--- src/hw/ccb_pkg.sv ---
package ccb_pkg;
    // ==========================================================
    // Register map.
    localparam logic [7:0] CCB_OFS_CTRL = 8'h00;
    localparam logic [7:0] CCB_OFS_EDGE = 8'h04;
    localparam logic [7:0] CCB_OFS_PINSEL = 8'h08;
    localparam logic [7:0] CCB_OFS_STATUS = 8'h0C;
    localparam logic [7:0] CCB_OFS_MASK = 8'h10;
    localparam logic [7:0] CCB_OFS_LEVEL = 8'h14;
    // ==========================================================
    // Field positions and reset values.
    localparam int CCB_HYST_LSB = 4;
    localparam int CCB_ON_LSB = 0;
    localparam logic [7:0] CCB_CTRL_RST = 8'hF0;
    localparam logic [1:0] CCB_EDGE_RST = 2'h3;
    localparam logic [7:0] CCB_PINSEL_RST = 8'h00;
    localparam logic [1:0] CCB_CPN_SEL = 2'h2;
    localparam int CCB_CPN_LSB = 2;
    localparam int CCB_ST_ADC = 0;
    localparam int CCB_ST_COMP0 = 1;
    localparam logic [1:0] CCB_AXI_OKAY = 2'h0;
    localparam logic [1:0] CCB_AXI_SLVERR = 2'h2;
    // ==========================================================
    // Comparator 0 edge modes.
    typedef enum logic [1:0] {
        CCB_EDGE_OFF = 2'b00,
        CCB_EDGE_RISE = 2'b01,
        CCB_EDGE_FALL = 2'b10,
        CCB_EDGE_BOTH = 2'b11
    } ccb_edge_t;
endpackage

--- src/hw/ccb_sync.sv ---
module ccb_sync (
    // Clock and reset.
    input wire logic aclk,
    input wire logic aresetn,
    // Asynchronous comparator outputs and their synchronised copies.
    input wire logic [3:0] async_in,
    output logic [3:0] sync_out
);
    import ccb_pkg::*;

    typedef struct packed {
        logic [3:0] first;
        logic [3:0] second;
    } ccb_sync_t;

    ccb_sync_t state;
    ccb_sync_t next_state;

    // ==========================================================
    // Two stage synchroniser; the first stage feeds only the second.
    always_comb begin
        next_state = state;
        next_state.first = async_in;
        next_state.second = state.first;
    end

    // Register the stages.
    always_ff @(posedge aclk) begin
        if (!aresetn) begin
            state <= '0;
        end else begin
            state <= next_state;
        end
    end

    assign sync_out = state.second;
endmodule

--- src/hw/ccb_edge.sv ---
module ccb_edge (
    // Clock and reset.
    input wire logic aclk,
    input wire logic aresetn,
    // Synchronised comparator 0 level and edge mode.
    input wire logic level,
    input wire ccb_pkg::ccb_edge_t mode,
    // Detected edge pulse and protection trigger pulse.
    output logic edge_hit,
    output logic trip_hit
);
    import ccb_pkg::*;

    typedef struct packed {
        logic last;
    } ccb_edge_state_t;

    ccb_edge_state_t state;
    ccb_edge_state_t next_state;
    logic rise;
    logic fall;

    // ==========================================================
    // Remember the previous level to find edges.
    always_comb begin
        next_state = state;
        next_state.last = level;
    end

    always_ff @(posedge aclk) begin
        if (!aresetn) begin
            state <= '0;
        end else begin
            state <= next_state;
        end
    end

    assign rise = level & ~state.last;
    assign fall = ~level & state.last;

    // Dual edge interrupts but never trips the drive.
    always_comb begin
        case (mode)
            CCB_EDGE_RISE: begin
                edge_hit = rise;
                trip_hit = rise;
            end
            CCB_EDGE_FALL: begin
                edge_hit = fall;
                trip_hit = fall;
            end
            CCB_EDGE_BOTH: begin
                edge_hit = rise | fall;
                trip_hit = 1'b0;
            end
            default: begin
                edge_hit = 1'b0;
                trip_hit = 1'b0;
            end
        endcase
    end
endmodule

--- src/hw/ccb_top.sv ---
// Summary of operation
// Bits 7..4 hold hysteresis enables for comparators 3..0, reset to one.
// Bits 3..0 hold on/off enables for comparators 3..0, reset to zero.
// A cleared on/off enable powers its comparator fully down.
// A set hysteresis enable applies hysteresis, clear applies none.
// Pin-share field value 10 ties negative inputs 1..3 to common pin.
// Pull-high resistors drop off pins whose comparator function is chosen.
// Software selects comparator pin functions before use.
// Software should turn unused comparators off before idle or sleep.
// Two interrupt sources: ADC limit and comparator 0.
// An over-current trip switches the motor drive off at once.
// Edge field: 00 off, 01 rise, 10 fall, 11 both without trip.
// Comparator outputs pass two flip-flops before edge detection.
module ccb_top (
    // Clock and reset.
    input wire logic aclk,
    input wire logic aresetn,
    // AXI4-Lite write address.
    input wire logic [7:0] s_axi_awaddr,
    input wire logic s_axi_awvalid,
    output logic s_axi_awready,
    // AXI4-Lite write data.
    input wire logic [31:0] s_axi_wdata,
    input wire logic [3:0] s_axi_wstrb,
    input wire logic s_axi_wvalid,
    output logic s_axi_wready,
    // AXI4-Lite write response.
    output logic [1:0] s_axi_bresp,
    output logic s_axi_bvalid,
    input wire logic s_axi_bready,
    // AXI4-Lite read address.
    input wire logic [7:0] s_axi_araddr,
    input wire logic s_axi_arvalid,
    output logic s_axi_arready,
    // AXI4-Lite read data.
    output logic [31:0] s_axi_rdata,
    output logic [1:0] s_axi_rresp,
    output logic s_axi_rvalid,
    input wire logic s_axi_rready,
    // Analog comparator interface.
    input wire logic [3:0] comp_out,
    output logic [3:0] comp_power,
    output logic [3:0] comp_hyst,
    output logic dac0_enable,
    output logic neg_short_enable,
    output logic [3:0] pull_high_off,
    // Over-current path.
    input wire logic adc_limit_event,
    output logic drive_kill,
    output logic irq
);
    import ccb_pkg::*;

    // ==========================================================
    // State of the block.
    // Everything that the block remembers outside u_sync and u_edge sits in one packed struct, so
    // the reset value and the next-state default are written only once.
    typedef struct packed {
        // Software-visible registers.
        logic [7:0] comparator_control;
        logic [1:0] edge_sel;
        logic [7:0] pin_share_sel_b;
        logic [1:0] status;
        logic [1:0] mask;
        // Write channel holding registers; either channel may come first.
        logic aw_held;
        logic [7:0] aw_addr;
        logic w_held;
        logic [31:0] w_data;
        logic [3:0] w_strb;
        // Registered bus answers.
        logic bvalid;
        logic [1:0] bresp;
        logic rvalid;
        logic [31:0] rdata;
        logic [1:0] rresp;
        // Registered analog and protection controls.
        logic [3:0] power;
        logic [3:0] hyst;
        logic dac_en;
        logic short_en;
        logic [3:0] pull_off;
        logic kill;
    } ccb_state_t;

    ccb_state_t state;
    ccb_state_t next_state;

    // Synchronised levels, edge pulses and the bus strobes derived below.
    logic [3:0] comp_sync;
    logic edge_hit;
    logic trip_hit;
    logic do_write;
    logic do_read;
    logic [1:0] events;

    // Map an address to whether it names a register.
    // The level word is mapped but read-only; a write to it is answered
    // with OKAY and changes nothing.
    function automatic logic ccb_mapped(input logic [7:0] a);
        ccb_mapped = (a == CCB_OFS_CTRL) || (a == CCB_OFS_EDGE) ||
                     (a == CCB_OFS_PINSEL) || (a == CCB_OFS_STATUS) ||
                     (a == CCB_OFS_MASK) || (a == CCB_OFS_LEVEL);
    endfunction

    // Merge byte lane zero of a write into an 8-bit register.
    // Only the low lane carries bits, so the upper strobes are ignored.
    function automatic logic [7:0] ccb_lane0(input logic [7:0] old,
                                              input logic [31:0] d,
                                              input logic [3:0] s);
        ccb_lane0 = s[0] ? d[7:0] : old;
    endfunction

    // ==========================================================
    // Comparator output synchronisers and the comparator 0 edge logic.
    ccb_sync u_sync (
        .aclk(aclk),
        .aresetn(aresetn),
        .async_in(comp_out),
        .sync_out(comp_sync)
    );

    // Edge detection tracks the level in every mode, so switching the
    // mode on later cannot compare against a stale level and raise a
    // false edge.
    ccb_edge u_edge (
        .aclk(aclk),
        .aresetn(aresetn),
        .level(comp_sync[0]),
        .mode(ccb_edge_t'(state.edge_sel)),
        .edge_hit(edge_hit),
        .trip_hit(trip_hit)
    );

    // Handshake outputs are combinational on the holding flags.
    // A write is refused while its response waits, which keeps one write
    // outstanding and lets the commit use the held copies only.
    assign s_axi_awready = ~state.aw_held & ~state.bvalid;
    assign s_axi_wready = ~state.w_held & ~state.bvalid;
    assign s_axi_arready = ~state.rvalid;
    assign do_write = state.aw_held & state.w_held & ~state.bvalid;
    assign do_read = s_axi_arvalid & ~state.rvalid;
    // Bit 0 is the ADC limit event, bit 1 the comparator 0 edge.
    assign events = {edge_hit, adc_limit_event};

    // ==========================================================
    // Next state: bus slave, registers, events and analog controls.
    always_comb begin
        next_state = state;
        // Address and data may arrive in either order; each is held.
        if (s_axi_awvalid && s_axi_awready) begin
            next_state.aw_held = 1'b1;
            next_state.aw_addr = s_axi_awaddr;
        end
        if (s_axi_wvalid && s_axi_wready) begin
            next_state.w_held = 1'b1;
            next_state.w_data = s_axi_wdata;
            next_state.w_strb = s_axi_wstrb;
        end

        // A write commits one cycle after both halves are held, and its
        // response then stands until the master takes it.
        // Status clears by writing one; a set in the same cycle wins.
        if (do_write) begin
            next_state.aw_held = 1'b0;
            next_state.w_held = 1'b0;
            next_state.bvalid = 1'b1;
            next_state.bresp = ccb_mapped(state.aw_addr) ?
                               CCB_AXI_OKAY : CCB_AXI_SLVERR;
            case (state.aw_addr)
                CCB_OFS_CTRL: begin
                    next_state.comparator_control = ccb_lane0(
                        state.comparator_control, state.w_data,
                        state.w_strb);
                end
                CCB_OFS_EDGE: begin
                    if (state.w_strb[0]) begin
                        next_state.edge_sel = state.w_data[1:0];
                    end
                end
                CCB_OFS_PINSEL: begin
                    next_state.pin_share_sel_b = ccb_lane0(
                        state.pin_share_sel_b, state.w_data, state.w_strb);
                end
                CCB_OFS_STATUS: begin
                    if (state.w_strb[0]) begin
                        next_state.status = state.status &
                                            ~state.w_data[1:0];
                    end
                end
                CCB_OFS_MASK: begin
                    if (state.w_strb[0]) begin
                        next_state.mask = state.w_data[1:0];
                    end
                end
                default: begin
                    // The level word and unmapped places keep every bit.
                    next_state.bresp = next_state.bresp;
                end
            endcase
        end
        // Events are merged after the clear so a new event is never lost.
        next_state.status = next_state.status | events;
        if (state.bvalid && s_axi_bready) begin
            next_state.bvalid = 1'b0;
        end

        // Reads answer one cycle after the address is taken.
        if (do_read) begin
            next_state.rvalid = 1'b1;
            next_state.rresp = ccb_mapped(s_axi_araddr) ?
                               CCB_AXI_OKAY : CCB_AXI_SLVERR;
            case (s_axi_araddr)
                CCB_OFS_CTRL: begin
                    next_state.rdata = {24'h000000,
                                        state.comparator_control};
                end
                CCB_OFS_EDGE: begin
                    next_state.rdata = {30'h00000000, state.edge_sel};
                end
                CCB_OFS_PINSEL: begin
                    next_state.rdata = {24'h000000, state.pin_share_sel_b};
                end
                CCB_OFS_STATUS: begin
                    next_state.rdata = {30'h00000000, state.status};
                end
                CCB_OFS_MASK: begin
                    next_state.rdata = {30'h00000000, state.mask};
                end
                CCB_OFS_LEVEL: begin
                    next_state.rdata = {28'h0000000, comp_sync};
                end
                default: begin
                    next_state.rdata = 32'h00000000;
                end
            endcase
        end else if (state.rvalid && s_axi_rready) begin
            next_state.rvalid = 1'b0;
        end

        // Analog controls follow the registers by one cycle.
        // The extra flop keeps every analog switch free of decode glitches,
        // at the cost of one cycle between a write and its effect.
        next_state.power = state.comparator_control[CCB_ON_LSB +: 4];
        next_state.hyst = state.comparator_control[CCB_HYST_LSB +: 4];
        next_state.dac_en = (state.edge_sel != CCB_EDGE_OFF);
        next_state.short_en = (state.pin_share_sel_b[CCB_CPN_LSB +: 2] ==
                               CCB_CPN_SEL);

        // A nonzero pin-share pair means that pin carries a comparator.
        for (int i = 0; i < 4; i++) begin
            next_state.pull_off[i] =
                |state.pin_share_sel_b[2 * i +: 2];
        end

        // The trip latches so a brief pulse cannot be missed by the drive.
        // Writing the edge field to off is the only way to rearm it, so
        // software alone decides when the motor may run again.
        if (trip_hit) begin
            next_state.kill = 1'b1;
        end else if (state.edge_sel == CCB_EDGE_OFF) begin
            next_state.kill = 1'b0;
        end
    end

    // ==========================================================
    // Register the state.
    // Reset loads the documented register values; the analog controls
    // are loaded to match them so no output changes after release.
    always_ff @(posedge aclk) begin
        if (!aresetn) begin
            state <= '0;
            state.comparator_control <= CCB_CTRL_RST;
            state.edge_sel <= CCB_EDGE_RST;
            state.pin_share_sel_b <= CCB_PINSEL_RST;
            state.hyst <= CCB_CTRL_RST[CCB_HYST_LSB +: 4];
            state.dac_en <= 1'b1;
        end else begin
            state <= next_state;
        end
    end

    // ==========================================================
    // Outputs.
    assign s_axi_bvalid = state.bvalid;
    assign s_axi_bresp = state.bresp;
    assign s_axi_rvalid = state.rvalid;
    assign s_axi_rdata = state.rdata;
    assign s_axi_rresp = state.rresp;

    // Analog controls come straight from flip-flops, one per function.
    assign comp_power = state.power;
    assign comp_hyst = state.hyst;
    assign dac0_enable = state.dac_en;
    assign neg_short_enable = state.short_en;
    assign pull_high_off = state.pull_off;

    // The trip pulse is or-ed in so the drive stops in the cycle of the
    // edge itself rather than one cycle later.
    assign drive_kill = state.kill | trip_hit;
    // The interrupt is a level that stays high while an unmasked cause is pending.
    assign irq = |(state.status & state.mask);
endmodule

--- config.mk ---
export PLATFORM = sky130hd
export DESIGN_NAME = ccb_top
export DESIGN_NICKNAME = d
export VERILOG_FILES = /design/src/hw/ccb_pkg.sv /design/src/hw/ccb_sync.sv /design/src/hw/ccb_edge.sv /design/src/hw/ccb_top.sv
export SDC_FILE = /design/constraint.sdc
export NUM_CORES = 1
export LEC_CHECK = 0
export ABC_AREA = 1
export BUFFER_PORTS_ARGS = -buffer_cell sky130_fd_sc_hd__buf_2
export CORE_AREA = 2 2 91 93
export DETAILED_ROUTE_END_ITERATION = 8
export DIE_AREA = 0 0 93 95
export PLACE_DENSITY = 0.7
export SLEW_MARGIN = 20
export SYNTH_ARGS = -nofsm -noshare
export SYNTH_HDL_FRONTEND = slang
export SYNTH_SLANG_ARGS = --single-unit
--- constraint.sdc ---
create_clock -name aclk -period 2.5 [get_ports aclk]
set_clock_uncertainty 0.2 [all_clocks]
set_input_delay 0.5 -clock aclk [delete_from_list [all_inputs] [get_ports aclk]]
set_output_delay 0.5 -clock aclk [all_outputs]
set_load 0.02 [all_outputs]
==> impl_metrics.toml <==
[outcome]
run_status = "completed"

[power_and_ir_drop]
vdd_drop_max_mv = 0.288
power-per-cell-area_nw_per_um2 = 722
clkPwrFrac_pct = 44.3
switchingPower_mw = 0.669
leakagePower_nw = 1.89
swShare_pct = 23.8
comb_power_share_pct = 9.7
pwr-share-seq_pct = 46.1
power.internal_mw = 2.14

[floorplan]
dieArea_um2 = 8840
boundaryPins = 121
initial_core_util_pct = 43.4
core_region_area_um2 = 7930
std_cell_rows = 33
die_h_um = 95
die_w_um = 93

[clock_tree]
clock-sinks = 77
root_buffer = "clkbuf_8"
holdBufCountCts = 0
cts_tree = "built"
cts_buffers = 9
post_cts_buffers = 0
cts-htree-levels = 3
clkTransAtPathRegs_ns = 0.07
ctsResizeCount = 0
clockBufferDepth = 2
worstSkewPairLatency_ns = 0.35

[sta]
rsz0062_at_grt = "false"
post-route-period-util_pct = 90.1
final-setup-viol-count = 0
min_period_ns = 2.25
report.final.slew_viol_count = 0
hold_violations = 0
setup_tns_ns = 0
worstMarginPinSlew_ns = 0.501
finalWorstSetupSlack_ns = 0.246
fmax_ghz = 0.444
relSlewSlack_pct = 66.6

[global_route]
antenna_found_initial = 0
overflow = 0
busiest_layer = "met2"
grt_max_degree = 59
grt_pass1_wl_um = 11200
grt_pass1_vias = 2556
use_met1_pct = 19.8
gr-usage-met3_pct = 4.95
grt_use_total_pct = 16.2
grt_use_met2_pct = 26.6

[cells_and_area]
fin_area_um2 = 3890
final_layout_size_suffix_gt1_share_pct = 19.8
post-route-util_pct = 49.0
diodes = 0
final_common_cell = "nand2_1"
layout.nets = 576
area_delta_synth_final_pct = 12.9
final_cell_mix = "nand2_1 (87), dfxtp_1 (77), buf_2 (67)"
fill_cells = 793

[placement]
dp_slack_ns = 0.613
dpl_cell_area_um2 = 3610
port_buffers = 67
place_hpwl_um = 4950
gp_congestion = 0.919

[detailed_routing]
drt-initial-drc-count = 93
vias = 2739
drc = 0
viasPerCell = 4.45
routedWlPerCell_um = 10.8
drt-pass1-iter-count = 4
final_antenna_net_count = 0
routed_wl_um = 6680

[synthesis]
ys_top_cells_by_area = "dfxtp_1 (45%), buf_4 (10%), nand2_1 (9.5%), inv_1 (6.1%), a21oi_1 (5.7%)"
syn_area_um2 = 3440
ys_seq_elements = 77
synth_top_area_cell = "dfxtp_1"
synthCells = 459
syn_avg_cell_area_um2 = 7.50
synth_top_area_share_pct = 44.8
synth_edf_count = 0
synthDistinctLibCells = 26
ys_warn_count = 0
synth_ff_type = "dfxtp_1"
ys_seq_area_share_pct = 44.8
async_flop_share_pct = 0

[worst_setup_path]
reg2reg_depth = 6
critPathMaxFanout = 4
crit_type = "flop to primary output"
rr_startpoint = "s_axi_bvalid"
worstPathArrival_ns = 1.55
rr_endpoint = "next_state[7]"
endpoint_kind = "primary output"
start_kind = "flop"
required_ns = 1.80
r2r_slack_ns = 0.96

[flow_run]
cap_violations = 0

[min_path]
hold_path_depth = 3
hold_path_class = "primary input to flop"
hp-start = "comp_out[3]"
hold-path-endpoint = "u_sync.next_state[3]"
[synthesized netlist by cell type, types with 2 or more instances]
| library cell | count |
|---|---|
| o211ai_1 | 6 |
| a21oi_1 | 39 |
| inv_1 | 56 |
| ha_1 | 6 |
| buf_2 | 3 |
| nor2_2 | 3 |
| clkinv_1 | 2 |
| nand3_1 | 20 |
| or2_2 | 3 |
| nand4_1 | 3 |
| nor2_4 | 3 |
| clkbuf_1 | 7 |
| inv_2 | 3 |
| a22o_1 | 2 |
| nor2_1 | 51 |
| nand2_1 | 87 |
| o21ai_0 | 33 |
| dfxtp_1 | 77 |
| buf_4 | 48 |
[critical path, cell delays in order (launching register included)]
cell and delay [ns]:
dfxtp_1 0.39, inv_1 0.11, ha_1 0.21, a22o_1 0.22
nand2_1 0.07, nand2_1 0.05, buf_2 0.15
[registers in the layout (all words and copies together), names as in the netlist]
signal,cells
neg_short_enable,1
u_sync.sync_out,4
s_axi_bresp,1
u_sync.next_state,4
s_axi_bvalid,1
pull_high_off,4
state,34
comp_power,4
next_state,8
s_axi_rdata,8
comp_hyst,4
s_axi_rresp,1
u_edge.state,1
s_axi_rvalid,1
dac0_enable,1
[power by group through the flow]
stage / combinational [mW] / clock (mW) / sequential (mW)
finish: 0.272 / 1.24 / 1.29
global route: 0.308 / 1.31 / 1.30
CTS: 0.273 / 1.27 / 1.29
detailed placement: 0.271 / 0 / 1.32
global placement: 0.265 / 0 / 1.32
floorplan: 0.233 / 0 / 1.32
[metrics by stage]
| step | hold WS [ns] | power, mW | cells |
|---|---|---|---|
| finish | 0.131 | 2.81 | 616 |
| global route | 0.129 | 2.92 | 616 |
| CTS | 0.120 | 2.83 | 616 |
| detailed placement | 0.202 | 1.59 | 600 |
| global placement | 0.201 | 1.59 | 600 |
| floorplan | 0.190 | 1.55 | 484 |
[kinds of logic after synthesis]
| family | share of synthesized area (%) |
|---|---|
| and+or+nand+nor | 22.1 |
| buffers and inverters | 18.3 |
| AOI/OAI and AO/OA | 12.5 |
| DFF | 44.8 |
| adders and majority gates | 2.18 |
| other | 0.109 |
[per-layer routing]
layer | up-vias | routed length, µm
met5 | - | 0
met1 | 1191 | 3040
met2 | 75 | 3090
met3 | 12 | 429
li1 | 1461 | -
met4 | 0 | 119
[final cells by class]
cell class	instances	area (µm²)	share of cell area [%]
clock buffer	10	138	3.54
multi-input combinational	288	1360	35.1
tap	105	131	3.38
timing repair buffer	69	350	9.01
clock inverter	6	134	3.44
sequential	77	1540	39.7
inverter	61	229	5.89
[how the worst max path moves through the flow]
stage / start / end
CTS: state[111] / drive_kill
detailed placement: state[111] / drive_kill
global placement: state[111] / drive_kill
floorplan: state[111] / drive_kill
global route: state[111] / drive_kill
finish: state[111] / drive_kill
Power figures use the tool's default switching activity.
